[config.mk]
export PLATFORM = sky130hd
export DESIGN_NAME = io_pin_output_source_mux
export DESIGN_NICKNAME = d
export VERILOG_FILES = /design/src/common/pin_mux_pkg.sv /design/src/hdl/pin_source_select.sv /design/src/hdl/io_pin_output_source_mux.sv
export VERILOG_INCLUDE_DIRS = /design/src /design/src/common
export SDC_FILE = /design/constraint.sdc
export NUM_CORES = 1
export LEC_CHECK = 0
export BUFFER_PORTS_ARGS = -buffer_cell sky130_fd_sc_hd__buf_4
export CORE_UTILIZATION = 43
export CTS_BUF_LIST = sky130_fd_sc_hd__clkbuf_8
export DETAILED_ROUTE_END_ITERATION = 10
export MAX_ROUTING_LAYER = met4
export PLACE_DENSITY_LB_ADDON = 0.12
export RECOVER_POWER = 25
export SLEW_MARGIN = 20
export SYNTH_ARGS = -nofsm -noshare
export SYNTH_HDL_FRONTEND = slang
export SYNTH_HIERARCHICAL = 1
export SYNTH_SLANG_ARGS = --single-unit
[constraint.sdc]
create_clock -name i_clk -period 1.9 [get_ports i_clk]
set_input_delay 0.38 -clock i_clk [delete_from_list [all_inputs] [get_ports i_clk]]
set_output_delay 0.38 -clock i_clk [all_outputs]
set_load 0.01 [all_outputs]
[src/common/pin_mux_params.svh]
// named constants for the two-pin output source selector
// assumes a byte-addressed wishbone bus with 32-bit data
`ifndef PIN_MUX_PARAMS_SVH
`define PIN_MUX_PARAMS_SVH

// ****************************************************************
// register map: word index, byte address is four times the index
// ****************************************************************
`define PIN_REG_IDX_W 6
`define PIN3_CTL_IDX 6'h13
`define PIN4_CTL_IDX 6'h14
`define PIN_STATUS_IDX 6'h18
`define PIN_CTL_RESET 8'h00
`define WB_DATA_W 32
`define WB_ADR_W 8
`define WB_ADR_IDX_LO 2
`define WB_ADR_IDX_HI 7

// ****************************************************************
// control register fields
// ****************************************************************
`define CTL_EN_BIT 0
`define CTL_VAL_BIT 1
`define CTL_W 8

// ****************************************************************
// source group codes
// ****************************************************************
`define SRC_RX0 3'h0
`define SRC_RX1 3'h1
`define SRC_RX2 3'h2
`define SRC_RX3 3'h3
`define SRC_DEV 3'h4
`define SRC_RSVD 3'h5
`define SRC_TX0 3'h6
`define SRC_TX1 3'h7

// ****************************************************************
// select codes
// ****************************************************************
`define SEL_0 3'h0
`define SEL_1 3'h1
`define SEL_2 3'h2
`define SEL_3 3'h3
`define SEL_4 3'h4
`define SEL_5 3'h5
`define SEL_6 3'h6
`define SEL_7 3'h7

// ****************************************************************
// status register bit positions
// ****************************************************************
`define STS_PIN3_LEVEL 0
`define STS_PIN3_DRIVE 1
`define STS_PIN3_IN 2
`define STS_PIN4_LEVEL 3
`define STS_PIN4_DRIVE 4
`define STS_PIN4_IN 5
`define STS_W 6

`define RX_PORTS 4
`define TX_PORTS 2
`define PINS 2

`endif

[src/common/pin_mux_pkg.sv]
// types shared by the pin source selector and its top level
// assumes pin_mux_params.svh is on the include path
`default_nettype none
`include "pin_mux_params.svh"

package pin_mux_pkg;

   // one receive port's status and forwarded remote pin values
   typedef struct packed {
      logic [3:0] fwd_pin;
      logic lock;
      logic pass;
      logic frame_valid;
      logic line_valid;
   } rx_status_s;

   // one transmit port's status; rx_select is the set of receive ports it merges
   typedef struct packed {
      logic [3:0] rx_select;
      logic frame_valid;
      logic line_valid;
      logic synced;
      logic irq;
   } tx_status_s;

   // register layout: sel 7:5, src 4:2, soft value 1, drive enable 0
   typedef struct packed {
      logic [2:0] signal_select;
      logic [2:0] source_group;
      logic soft_value;
      logic drive_enable;
   } pin_ctl_s;

endpackage

`default_nettype wire

[src/hdl/pin_source_select.sv]
// combinational source selector for one output pin
// assumes all status inputs are synchronous to the core clock
`timescale 1ns/1ns
`default_nettype none
`include "pin_mux_params.svh"

module pin_source_select #(
   parameter bit AND_PASS_AT_SEL2 = 1'b0
) (
   input wire pin_mux_pkg::pin_ctl_s i_ctl,
   input wire pin_mux_pkg::rx_status_s [3:0] i_rx,
   input wire logic [3:0] i_rx_enable,
   input wire pin_mux_pkg::tx_status_s [1:0] i_tx,
   input wire logic i_camera_sync_pulse,
   output logic o_level
);
   import pin_mux_pkg::*;

   logic [3:0] lock_v;
   logic [3:0] pass_v;
   logic any_lock;
   logic all_lock;
   logic all_pass;
   logic [1:0] tx_pass_and;
   logic [1:0] tx_pass_or;

   genvar g;
   generate
      for (g = 0; g < `RX_PORTS; g = g + 1) begin : g_rx
         assign lock_v[g] = i_rx[g].lock;
         assign pass_v[g] = i_rx[g].pass;
      end
      for (g = 0; g < `TX_PORTS; g = g + 1) begin : g_tx
         // empty selection reads as no pass
         assign tx_pass_and[g] = (|i_tx[g].rx_select) & (&(pass_v | ~i_tx[g].rx_select));
         assign tx_pass_or[g] = |(pass_v & i_tx[g].rx_select);
      end
   endgenerate

   // with no port enabled the AND terms read low, not vacuously high
   assign any_lock = |(lock_v & i_rx_enable);
   assign all_lock = (|i_rx_enable) & (&(lock_v | ~i_rx_enable));
   assign all_pass = (|i_rx_enable) & (&(pass_v | ~i_rx_enable));

   always_comb begin
      rx_status_s rx;
      tx_status_s tx;
      rx = i_rx[i_ctl.source_group[1:0]];
      tx = i_tx[i_ctl.source_group[0]];
      o_level = 1'b0;
      case (i_ctl.source_group)
         `SRC_RX0, `SRC_RX1, `SRC_RX2, `SRC_RX3: begin
            case (i_ctl.signal_select)
               `SEL_0, `SEL_1, `SEL_2, `SEL_3: o_level = rx.fwd_pin[i_ctl.signal_select[1:0]];
               `SEL_4: o_level = rx.lock;
               `SEL_5: o_level = rx.pass;
               `SEL_6: o_level = rx.frame_valid;
               default: o_level = rx.line_valid;
            endcase
         end
         `SRC_DEV: begin
            case (i_ctl.signal_select)
               `SEL_0: o_level = i_ctl.soft_value;
               `SEL_1: o_level = any_lock;
               `SEL_2: o_level = AND_PASS_AT_SEL2 ? all_pass : all_lock;
               `SEL_3: o_level = all_pass;
               `SEL_4: o_level = i_camera_sync_pulse;
               default: o_level = 1'b0;
            endcase
         end
         `SRC_TX0, `SRC_TX1: begin
            case (i_ctl.signal_select)
               `SEL_0: o_level = tx_pass_and[i_ctl.source_group[0]];
               `SEL_1: o_level = tx_pass_or[i_ctl.source_group[0]];
               `SEL_2: o_level = tx.frame_valid;
               `SEL_3: o_level = tx.line_valid;
               `SEL_4: o_level = tx.synced;
               `SEL_5: o_level = tx.irq;
               default: o_level = 1'b0;
            endcase
         end
         default: o_level = 1'b0;
      endcase
   end

endmodule // pin_source_select

`default_nettype wire

[src/hdl/io_pin_output_source_mux.sv]
// output source selection for two general-purpose pins, with wishbone registers
// assumes a classic wishbone master on i_clk and status inputs synchronous to it
//
// Chosen here: register access over Wishbone.
`timescale 1ns/1ns
`default_nettype none
`include "pin_mux_params.svh"

module io_pin_output_source_mux (
   input wire logic i_clk,
   input wire logic i_rst_n,
   // wishbone classic slave
   input wire logic i_wb_cyc,
   input wire logic i_wb_stb,
   input wire logic i_wb_we,
   input wire logic [7:0] i_wb_adr,
   input wire logic [3:0] i_wb_sel,
   input wire logic [31:0] i_wb_dat,
   output logic [31:0] o_wb_dat,
   output logic o_wb_ack,
   // status from receive ports, transmit ports and sync generator
   input wire pin_mux_pkg::rx_status_s [3:0] i_rx_status,
   input wire logic [3:0] i_rx_enable,
   input wire pin_mux_pkg::tx_status_s [1:0] i_tx_status,
   input wire logic i_camera_sync_pulse,
   // pin 3
   input wire logic i_pin3_in,
   output logic o_pin3_out,
   output logic o_pin3_oe_n,
   // pin 4
   input wire logic i_pin4_in,
   output logic o_pin4_out,
   output logic o_pin4_oe_n
);
   import pin_mux_pkg::*;

   // ****************************************************************
   // bus decode
   // ****************************************************************
   logic [`PIN_REG_IDX_W-1:0] reg_idx;
   logic adr_aligned;
   logic req;
   logic hit_pin3;
   logic hit_pin4;
   logic hit_status;
   logic wr_commit;

   assign reg_idx = i_wb_adr[`WB_ADR_IDX_HI:`WB_ADR_IDX_LO];
   assign adr_aligned = (i_wb_adr[`WB_ADR_IDX_LO-1:0] == 2'h0);
   assign req = i_wb_cyc & i_wb_stb;
   assign hit_pin3 = adr_aligned & (reg_idx == `PIN3_CTL_IDX);
   assign hit_pin4 = adr_aligned & (reg_idx == `PIN4_CTL_IDX);
   assign hit_status = adr_aligned & (reg_idx == `PIN_STATUS_IDX);

   // the write lands on the same edge at which the master sees ack
   assign wr_commit = req & i_wb_we & o_wb_ack & i_wb_sel[0];

   // ****************************************************************
   // control registers
   // ****************************************************************
   pin_ctl_s [1:0] ctl_ff;
   pin_ctl_s [1:0] nxt_ctl;

   always_comb begin
      nxt_ctl = ctl_ff;
      if (wr_commit && hit_pin3) begin
         nxt_ctl[0] = pin_ctl_s'(i_wb_dat[`CTL_W-1:0]);
      end
      if (wr_commit && hit_pin4) begin
         nxt_ctl[1] = pin_ctl_s'(i_wb_dat[`CTL_W-1:0]);
      end
   end

   always_ff @(posedge i_clk or negedge i_rst_n) begin
      if (!i_rst_n) begin
         ctl_ff[0] <= pin_ctl_s'(`PIN_CTL_RESET);
         ctl_ff[1] <= pin_ctl_s'(`PIN_CTL_RESET);
      end else begin
         ctl_ff <= nxt_ctl;
      end
   end

   // ****************************************************************
   // per-pin source selection
   // ****************************************************************
   logic [1:0] sel_level;
   logic [1:0] pin_in;

   assign pin_in = {i_pin4_in, i_pin3_in};

   genvar p;
   generate
      for (p = 0; p < `PINS; p = p + 1) begin : g_pin
         // the first pin keeps the pass-based AND at select 010
         pin_source_select #(
            .AND_PASS_AT_SEL2(p == 0)
         ) u_select (
            .i_ctl(ctl_ff[p]),
            .i_rx(i_rx_status),
            .i_rx_enable(i_rx_enable),
            .i_tx(i_tx_status),
            .i_camera_sync_pulse(i_camera_sync_pulse),
            .o_level(sel_level[p])
         );
      end
   endgenerate

   // ****************************************************************
   // pin output stage
   // ****************************************************************
   // registered so the pads see no decode glitches; costs one cycle of latency
   logic [1:0] pin_out_ff;
   logic [1:0] pin_oe_n_ff;
   logic [1:0] nxt_pin_out;
   logic [1:0] nxt_pin_oe_n;

   always_comb begin
      for (int i = 0; i < `PINS; i = i + 1) begin
         nxt_pin_oe_n[i] = ~ctl_ff[i].drive_enable;
         // low when not driving, so the level never leaks while released
         nxt_pin_out[i] = ctl_ff[i].drive_enable & sel_level[i];
      end
   end

   always_ff @(posedge i_clk or negedge i_rst_n) begin
      if (!i_rst_n) begin
         pin_out_ff <= 2'h0;
         pin_oe_n_ff <= 2'h3;
      end else begin
         pin_out_ff <= nxt_pin_out;
         pin_oe_n_ff <= nxt_pin_oe_n;
      end
   end

   assign o_pin3_out = pin_out_ff[0];
   assign o_pin3_oe_n = pin_oe_n_ff[0];
   assign o_pin4_out = pin_out_ff[1];
   assign o_pin4_oe_n = pin_oe_n_ff[1];

   // ****************************************************************
   // status view
   // ****************************************************************
   logic [`STS_W-1:0] status_word;

   always_comb begin
      status_word = '0;
      status_word[`STS_PIN3_LEVEL] = pin_out_ff[0];
      status_word[`STS_PIN3_DRIVE] = ~pin_oe_n_ff[0];
      status_word[`STS_PIN3_IN] = pin_in[0];
      status_word[`STS_PIN4_LEVEL] = pin_out_ff[1];
      status_word[`STS_PIN4_DRIVE] = ~pin_oe_n_ff[1];
      status_word[`STS_PIN4_IN] = pin_in[1];
   end

   // ****************************************************************
   // bus answer
   // ****************************************************************
   // every access is acked, unmapped ones read zero and drop writes
   logic ack_ff;
   logic nxt_ack;
   logic [31:0] rdat_ff;
   logic [31:0] nxt_rdat;

   always_comb begin
      nxt_ack = req & ~ack_ff;
      nxt_rdat = '0;
      if (req && !ack_ff) begin
         if (hit_pin3) begin
            nxt_rdat = {24'h0, ctl_ff[0]};
         end else if (hit_pin4) begin
            nxt_rdat = {24'h0, ctl_ff[1]};
         end else if (hit_status) begin
            nxt_rdat = {26'h0, status_word};
         end
      end
   end

   always_ff @(posedge i_clk or negedge i_rst_n) begin
      if (!i_rst_n) begin
         ack_ff <= 1'b0;
         rdat_ff <= 32'h0;
      end else begin
         ack_ff <= nxt_ack;
         rdat_ff <= nxt_rdat;
      end
   end

   assign o_wb_ack = ack_ff;
   assign o_wb_dat = rdat_ff;

endmodule // io_pin_output_source_mux

`default_nettype wire

==> impl_metrics.yaml, run 1 <==
timing:
  relSlewSlack_pct: -1.95
  hold_slack_ns: 0.348
  finClkSkew_ns: 0.00707
  setup_viol_count_final: 2
  rsz0062_at_grt: "yes"
  setup_ws_ns: -0.180
  fmax_mhz: 481
  finalCritPeriodShare_pct: 109
  slew_violations: 30
  fin_crit_ns: 2.08
  worst_pin_slew_ns: 1.53
  finalHoldViolCount: 0
grt:
  grt_first_pass_wirelength_microns: 12000
  antenna_found_initial: 0
  grtUsageTotal_pct: 24.7
  grt_overflow: 0
  grt_pass1_vias: 2483
  grt_max_degree: 30
routing:
  vias: 2697
  ant_nets: 0
  routed_wirelength_microns: 7800
  drt-pass1-iter-count: 5
  routedWlPerCell_microns: 16.6
  drtIter0Drc: 234
  remaining_drc_errors: 0
  vias_per_cell: 5.74
clocking:
  htreeDepth: 2
  cts_buffers: 5
  path_clk_slew_ns: 0.06
  clock_sinks: 29
  cts-root-buf: "clkbuf_8"
  clock_latency_ns: 0.27
  cts.path.max_buffers: 2
  cts_tree: "built"
die:
  die_h_microns: 81.7
  coreArea_sq_um: 6030
  core.rowCount: 28
  die-width_microns: 81.7
  boundaryPins: 141
  dieArea_sq_um: 6680
  start_util_pct: 45.4
synth:
  syn_inst: 271
  synthArstFlopShare_pct: 100
  synthAdderAreaFrac_pct: 0
  synth.yosys.seq_area_share_pct: 26.6
  synthMuxAreaShare_pct: 27.0
  synth_flop_cell: "dfrtp_1"
  synth-compound-area-share_pct: 14.8
  synth_simple_gate_area_share_pct: 18.9
  syn_area_sq_um: 2730
  synth_edf_count: 0
  synth_cell_types: 49
  synth_xor_area_share_pct: 0
  synth_area_per_cell_sq_um: 10.1
  ys_ff_latch: 29
  synth_top_family_by_area: "multiplexers"
  yosys_warnings: 6
place:
  dp_cells: 456
  io_buffers: 89
  dp_hpwl_microns: 6250
  globalplace.congestion: 0.924
layout:
  syn2layout_area_growth_pct: 39.4
  layout_common_cells: "123 x buf_4, 25 x dfrtp_1, 24 x conb_1"
  instances_no_fill: 470
  fin_nets: 498
  n_antenna_cell: 0
  final_common_cell: "buf_4"
  layout-drive-gt1-share_pct: 45.6
run_status:
  violations: "capacitance limit, slew limit, setup timing"
  status: "finished, violations left"
pwr:
  swShare_pct: 26.2
  p_seq_share_pct: 41.4
  ir_drop_mv: 0.441
  clkPwrFrac_pct: 33.8
  cell_internal_pwr_mw: 1.11
  combPwrFrac_pct: 24.8
  p_switching_mw: 0.393
  p_leak_nw: 1.79
  power_density_nw_per_um2: 394
critical_path:
  cpMostUsedCell: "mux4_2"
  crit_slowest_cell: "mux4_2"
  endpoint_kind: "register"
  cp_max_fo: 3
  arrival_ns: 2.25
  crit_type: "register to register"
  cpPeakStageDelay_ns: 0.54
  crit_chain: "buf_6 > mux4_2 > mux4_2 > o21ai_2 > nand4_1 > and2_4"
  worstPathRequired_ns: 2.07
  crit_path_start_kind: "register"
hold_path:
  hold_path.class: "input port to register"
run:
  max_cap_viol_count: 1
==> sequential cells by signal, indices dropped and copies added (netlist names) <==
name	cells
ctl_ff	16
pin_oe_n_ff	2
o_wb_ack	1
pin_out_ff	2
o_wb_dat	8
==> final cells by class <==
cell class	count	area, sq um
clock buffer	6	82.6
multi-input combinational	210	1760
fill	543	2210
inverter	16	60.1
clock inverter	2	7.51
tap	75	93.8
sequential	29	731
timing repair buffer	132	1070
==> path summary, 6_finish.rpt <==
check                       startpoint  slack (ns)  depth (start not counted)        endpoint
setup / recovery            ctl_ff[10]       -0.18                          6   pin_out_ff[1]
hold / removal             i_wb_dat[6]        0.35                          2      ctl_ff[14]
setup reg to reg            ctl_ff[10]       -0.18                          6   pin_out_ff[1]
hold reg to reg              ctl_ff[0]        0.43                          1  pin_oe_n_ff[0]
max in group asynchronous      i_rst_n        0.42                          1       ctl_ff[2]
min in group asynchronous      i_rst_n        0.47                          1     o_wb_dat[4]
==> metrics by stage <==
step	utilization (%)	setup TNS (ns)	worst slack, ns	power (mW)	cell area [sq um]
finish	63.2	-0.208	-0.180	1.50	3810
global route	63.2	-0.366	-0.226	1.58	3810
CTS	63.3	-0.187	-0.162	1.51	3820
detailed placement	60.0	-0.496	-0.292	0.998	3620
global placement	60.0	-0.358	-0.248	0.991	3620
floorplan	-	-0.0986	-0.0986	0.797	2820
==> worst max-delay path: cells and delay by family, from the launching register on <==
| family | cells | cell delay (ns) |
|---|---|---|
| mux | 2 | 1.05 |
| flops | 1 | 0.42 |
| simple gates | 2 | 0.25 |
| compound gates | 1 | 0.14 |
| buf+inv | 1 | 0.13 |
==> power by group through the flow <==
stage	logic [mW]	registers, mW	clock network (mW)
finish	0.371	0.622	0.507
global route	0.404	0.622	0.550
CTS	0.370	0.622	0.516
detailed placement	0.365	0.633	0
global placement	0.358	0.633	0
floorplan	0.164	0.633	0
==> cells by family (layout without fill, tap and decap cells) <==
family | Yosys count | after routing
and+or+nand+nor | 85 | 85
AOI/OAI and AO/OA | 60 | 60
DFF | 29 | 29
other | 1 | 24
muxes | 41 | 41
buffers and inverters | 55 | 156
==> repair_timing <==
item / 4_1_cts / 5_1_grt
pin swaps: 3 / 1
setup buffers: 5 / 0
setup endpoints to repair: 2 / 2
hold buffers: 0 / 0
gates cloned: 1 / 0
resized for setup: 16 / 2
==> synthesized netlist by cell type (2+ instances only) <==
| master | instances | share of area [%] |
|---|---|---|
| dfrtp_1 | 27 | 25 |
| buf_4 | 25 | 6.9 |
| nand2_1 | 19 | 2.6 |
| mux2_2 | 17 | 7.0 |
| inv_1 | 16 | 2.2 |
| nand3_1 | 15 | 2.7 |
| a21oi_1 | 12 | 2.2 |
| mux4_1 | 12 | 12 |
| and3b_1 | 10 | 3.2 |
| mux4_2 | 9 | 7.4 |
| a22oi_1 | 8 | 2.2 |
| o211ai_1 | 8 | 2.2 |
| o21ai_0 | 8 | 1.5 |
| nor2_1 | 6 | 0.82 |
| nor3_1 | 6 | 1.1 |
| clkbuf_1 | 5 | 0.69 |
| nor2b_1 | 5 | 1.1 |
| o22ai_1 | 5 | 1.1 |
| and4_1 | 4 | 1.3 |
| buf_2 | 4 | 0.73 |
| a211oi_1 | 3 | 0.82 |
| buf_6 | 3 | 1.2 |
| mux2i_1 | 3 | 1.1 |
| nand4_1 | 3 | 0.69 |
| nor4b_1 | 3 | 0.96 |
| a2111oi_0 | 2 | 0.64 |
| a21boi_0 | 2 | 0.55 |
| a311oi_1 | 2 | 0.64 |
| and2_1 | 2 | 0.46 |
| dfstp_2 | 2 | 1.9 |
| nand2b_1 | 2 | 0.46 |
| nand3b_1 | 2 | 0.55 |
| nor3b_1 | 2 | 0.55 |
| o31ai_1 | 2 | 0.55 |
| o41ai_1 | 2 | 0.64 |
| or3_1 | 2 | 0.46 |
==> routing by layer <==
layer	up-vias	track usage [%]	wire length [microns]	share of wire (%)
li1	1254	-	-	-
met1	1307	33.6	3400	44
met2	126	38.6	3810	49
met3	10	4.11	494	6.3
met4	0	5.44	95	1.2
met5	-	-	0	0
(Power assumes the default switching activity.)
==> run 2: changes to the inputs <==
==> constraint.sdc (replaced) <==
create_clock -name i_clk -period 1.8 [get_ports i_clk]
set_input_delay 0.36 -clock i_clk [delete_from_list [all_inputs] [get_ports i_clk]]
set_output_delay 0.36 -clock i_clk [all_outputs]
set_load 0.01 [all_outputs]
==> run 2 against run 1 <==
  * The run still ends with capacitance limit, slew limit, setup timing left
  * Worst hold slack got worse by 0.027 ns
  * Via count down 1.3%
  * First-iteration DRC count shrank 18%
  * Register-to-register slack got worse by 0.05 ns
  * Non-clock buffer count fell by 4
  * Sequential power is 5.6% higher
  * Critical endpoint unchanged
  * Highest routed layer unchanged
==> impl_metrics.yaml, run 2 (synthesis results as in run 1) <==
layout:
  regArea_sq_um: 731
  instances_no_fill: 465
  largest_reg_flops: 16
  multi_input_area_sq_um: 1760
  layout-drive-gt1-share_pct: 45.6
  n_antenna_cell: 0
  syn2layout_area_growth_pct: 36.1
  fin_nets: 494
  final_util_pct: 61.8
  regMostFlops: "ctl_ff"
  fill_cells: 561
  final_common_cell: "buf_4"
  layout_common_cells: "123 x buf_4, 25 x dfrtp_1, 24 x conb_1"
pwr:
  power_density_nw_per_um2: 419
  ir_drop_mv: 0.491
  p_leak_nw: 1.75
clocking:
  cts_tree: "built"
  cts.path.max_buffers: 2
  cts-root-buf: "clkbuf_8"
  holdBufCountCts: 0
  clock_sinks: 29
  cts_buffers: 5
  htreeDepth: 2
  path_clk_slew_ns: 0.06
  clock_latency_ns: 0.28
timing:
  setup_viol_count_final: 2
  finClkSkew_ns: 0.00337
  setup_ws_ns: -0.232
  worst_pin_slew_ns: 1.52
  hold_slack_ns: 0.321
  fin_crit_ns: 2.03
  finalCritPeriodShare_pct: 113
  rsz0062_at_grt: "yes"
  relSlewSlack_pct: -1.44
  finalHoldViolCount: 0
  slew_violations: 30
  final.setup.tns_ns: -0.344
  fmax_mhz: 492
routing:
  vias: 2663
  routedWlPerCell_microns: 16.8
  drt-pass1-iter-count: 5
  ant_nets: 0
  vias_per_cell: 5.73
  drtIter0Drc: 191
  routed_wirelength_microns: 7800
  remaining_drc_errors: 0
grt:
  grt_pass1_vias: 2544
  grt_first_pass_wirelength_microns: 12200
  grtUsageTotal_pct: 25.3
  grt_max_degree: 30
  grt_overflow: 0
  antenna_found_initial: 0
critical_path:
  endpoint_kind: "register"
  critPathBufInv: 1
  cpMostUsedCell: "mux4_2"
  crit_type: "register to register"
  cpPeakStageDelay_ns: 0.51
  cp.depth: 6
  crit_chain: "buf_6 > mux4_2 > mux4_2 > o21ai_2 > nand4_1 > and2_1"
  arrival_ns: 2.20
  worstPathRequired_ns: 1.97
  crit_slowest_cell: "mux4_2"
  cp_max_fo: 5
  r2r_cells: 6
  crit_path_start_kind: "register"
  crit_family: "multiplexers"
die:
  die-width_microns: 81.7
  die_h_microns: 81.7
  boundaryPins: 141
  start_util_pct: 45.4
  coreArea_sq_um: 6030
  core.rowCount: 28
  dieArea_sq_um: 6680
place:
  globalplace.congestion: 0.893
  place_ws_ns: -0.355
  io_buffers: 89
  dp_cells: 455
  dp_hpwl_microns: 6170
run_status:
  status: "finished, violations left"
  violations: "capacitance limit, slew limit, setup timing"
hold_path:
  hold_path.class: "input port to register"
  hold_depth: 2
run:
  max_cap_viol_count: 1
==> run 2: cell count changes in the layout (fill, tap and decap cells not counted), sizes merged <==
| cell | delta |
|---|---|
| buf | -4 |
| inv | -1 |
==> run 2: metrics by stage <==
step	total power [mW]	area (sq um)
CTS	1.57	3710
global route	1.63	3720
global placement	1.03	3600
floorplan	0.842	2820
detailed placement	1.04	3600
finish	1.56	3720
==> run 2: power by group <==
part           switching, mW  internal (mW)
clock network          0.230          0.297
registers            0.00205          0.655
logic                  0.174          0.204
==> run 2: layout make-up <==
cell class,count,share of cell area (%)
inverters,16,1.61
multi-input cells,210,47.3
clock buffers,6,2.22
flip-flops and latches,29,19.6
clock inverters,1,0.101
repair buffers,128,26.6
well taps,75,2.52
==> run 2: worst paths after layout <==
check	slack (ns)	to	start
setup / recovery	-0.23	pin_out_ff[1]	ctl_ff[10]
hold / removal	0.32	ctl_ff[6]	i_wb_dat[6]
setup reg to reg	-0.23	pin_out_ff[1]	ctl_ff[10]
hold reg to reg	0.45	pin_oe_n_ff[0]	ctl_ff[0]
max in group asynchronous	0.35	ctl_ff[2]	i_rst_n
min in group asynchronous	0.45	pin_out_ff[0]	i_rst_n
==> run 2: what timing repair did <==
item / in CTS / in global routing
setup buffers: 2 / 0
endpoints found under the setup margin: 2 / 2
gates cloned: 1 / 0
pin swaps: 2 / 0
resized for setup: 10 / 9
==> run 2: per-layer routing <==
layer | vias up | wire, microns | part of all wire, % | global-route usage (%)
met5 | - | 0 | 0 | -
met4 | 0 | 90 | 1.2 | 5.26
met3 | 9 | 671 | 8.6 | 3.33
met2 | 140 | 3780 | 48 | 40.1
met1 | 1275 | 3260 | 42 | 34.8
li1 | 1239 | - | - | -
==> run 3: changes to the inputs <==
--- a/config.mk
+++ b/config.mk
@@ -13,6 +13,7 @@
 export MAX_ROUTING_LAYER = met4
 export PLACE_DENSITY_LB_ADDON = 0.12
 export RECOVER_POWER = 25
+export REMOVE_ABC_BUFFERS = 1
 export SLEW_MARGIN = 20
 export SYNTH_ARGS = -nofsm -noshare
 export SYNTH_HDL_FRONTEND = slang
==> run 3 against run 2 <==
  * The run still ends with capacitance limit, slew limit, setup timing left
  * First-iteration DRC count decreased by 7.3%
  * Utilization increased by 1.1 points
  * Sequential share of layout area decreased by 0.30 points
  * Via count increased by 0.53%
  * Critical endpoint unchanged
  * Total power increased by 13%
  * Largest power group is now the clock network
  * Clock skew increased by 0.0071 ns
  * Non-clock buffer count increased by 7
  * Combinational power increased by 4%
  * Register-to-register slack improved by 0.06 ns
  * Worst setup slack improved by 0.059 ns
  * Global-route usage increased by 0.38 points
==> impl_metrics.yaml, run 3 (synthesis results as in run 1) <==
place:
  globalplace.congestion: 0.848
  dp_hpwl_microns: 6130
  io_buffers: 89
  place_area_sq_um: 3620
  place_ws_ns: -0.378
  dp_cells: 462
grt:
  grt_first_pass_wirelength_microns: 12400
  grt_max_degree: 30
  grt_pass1_vias: 2569
  grtUsageTotal_pct: 25.7
  grt_overflow: 0
  antenna_found_initial: 0
routing:
  drtIter0Drc: 177
  routed_wirelength_microns: 7810
  drt-pass1-iter-count: 4
  vias_per_cell: 5.66
  routedWlPerCell_microns: 16.5
  vias: 2677
  remaining_drc_errors: 0
  ant_nets: 0
die:
  start_util_pct: 45.4
  die-width_microns: 81.7
  coreArea_sq_um: 6030
  dieArea_sq_um: 6680
  boundaryPins: 141
  die_h_microns: 81.7
  core.rowCount: 28
critical_path:
  cpPeakStageDelay_ns: 0.49
  crit_slowest_cell: "mux4_2"
  critPathBufInv: 1
  crit_chain: "buf_6 > mux4_2 > mux4_2 > o21ai_2 > nand4_1 > and2_1"
  crit_path_start_kind: "register"
  endpoint_kind: "register"
  arrival_ns: 2.16
  crit_type: "register to register"
  cp_max_fo: 5
  crit_family: "multiplexers"
  worstPathRequired_ns: 1.98
  cpMostUsedCell: "mux4_2"
layout:
  fill_cells: 516
  layout-drive-gt1-share_pct: 46.5
  instances_no_fill: 473
  regMostFlops: "ctl_ff"
  final_util_pct: 62.8
  design_area_sq_um: 3780
  syn2layout_area_growth_pct: 38.4
  final_common_cell: "buf_4"
  largest_reg_flops: 16
  fin_nets: 501
  n_antenna_cell: 0
  layout_common_cells: "132 x buf_4, 24 x conb_1, 24 x dfrtp_1"
timing:
  slew_violations: 30
  finalCritPeriodShare_pct: 110
  hold_slack_ns: 0.310
  fin_crit_ns: 1.97
  worst_pin_slew_ns: 1.57
  fmax_mhz: 507
  final.setup.tns_ns: -0.299
  relSlewSlack_pct: -4.47
  setup_viol_count_final: 2
  setup_ws_ns: -0.172
  finalHoldViolCount: 0
  finClkSkew_ns: 0.0105
  rsz0062_at_grt: "yes"
pwr:
  totalPowerFinal_mw: 1.76
  clkPwrFrac_pct: 40.4
  swShare_pct: 25.1
  p_leak_nw: 1.78
  combPwrFrac_pct: 22.3
  power_density_nw_per_um2: 465
  p_switching_mw: 0.442
  cell_internal_pwr_mw: 1.32
  ir_drop_mv: 0.384
  p_seq_share_pct: 37.3
hold_path:
  hold_path.class: "input port to register"
clocking:
  cts.path.max_buffers: 2
  cts-root-buf: "clkbuf_8"
  cts_buffers: 5
  path_clk_slew_ns: 0.07
  clock_latency_ns: 0.29
  htreeDepth: 2
  clock_sinks: 29
  cts_tree: "built"
run_status:
  violations: "capacitance limit, slew limit, setup timing"
  status: "finished, violations left"
run:
  max_cap_viol_count: 1
==> run 3: repair_timing <==
action | CTS | global route
hold buffers | 0 | 0
endpoints found under the setup margin | 2 | 2
setup buffers | 3 | 0
pin swaps | 3 | 3
gates resized for setup | 8 | 9
endpoints found under the hold margin | 0 | 0
==> run 3: layer usage <==
metal | track usage (%) | part of all wire [%] | up-vias | wire length, microns
li1 | - | - | 1252 | -
met2 | 41.1 | 48 | 126 | 3780
met5 | - | 0 | - | 0
met3 | 6.11 | 7.7 | 11 | 599
met1 | 33.2 | 43 | 1288 | 3330
met4 | 5.26 | 1.1 | 0 | 89
==> run 3: final timing paths <==
| check | startpoint | to | slack [ns] | cells after the start |
|---|---|---|---|---|
| worst max-delay path | ctl_ff[10] | pin_out_ff[1] | -0.17 | 6 |
| worst min register to register | ctl_ff[0] | pin_oe_n_ff[0] | 0.46 | 1 |
| worst min-delay path | i_wb_dat[2] | ctl_ff[2] | 0.31 | 2 |
| worst max register to register | ctl_ff[10] | pin_out_ff[1] | -0.17 | 6 |
| min in group asynchronous | i_rst_n | o_wb_dat[5] | 0.45 | 1 |
| max in group asynchronous | i_rst_n | ctl_ff[2] | 0.32 | 1 |
==> run 3: worst reg2reg max path, stage by stage, from the launching register on <==
cell and delay, ns:
dfrtp_2 0.38, buf_6 0.13, mux4_2 0.50, mux4_2 0.49, o21ai_2 0.12, nand4_1 0.10, and2_1 0.15
==> run 3: power by group through the flow <==
stage          Combinational, mW  Sequential [mW]  Clock (mW)
3_5_place_dp               0.385            0.668           0
5_1_grt                    0.430            0.656       0.765
6_report                   0.393            0.656       0.712
2_1_floorplan              0.129            0.669           0
3_3_place_gp               0.383            0.668           0
4_1_cts                    0.389            0.656       0.721
==> run 3: layout make-up <==
class,instances,area [sq um],share of cell area (%)
Clock buffer,6,82.6,2.18
Clock inverter,2,37.5,0.992
Inverter,16,60.1,1.59
Multi-Input combinational cell,210,1760,46.5
Sequential cell,29,732,19.3
Tap cell,75,93.8,2.48
Timing Repair Buffer,135,1020,26.9
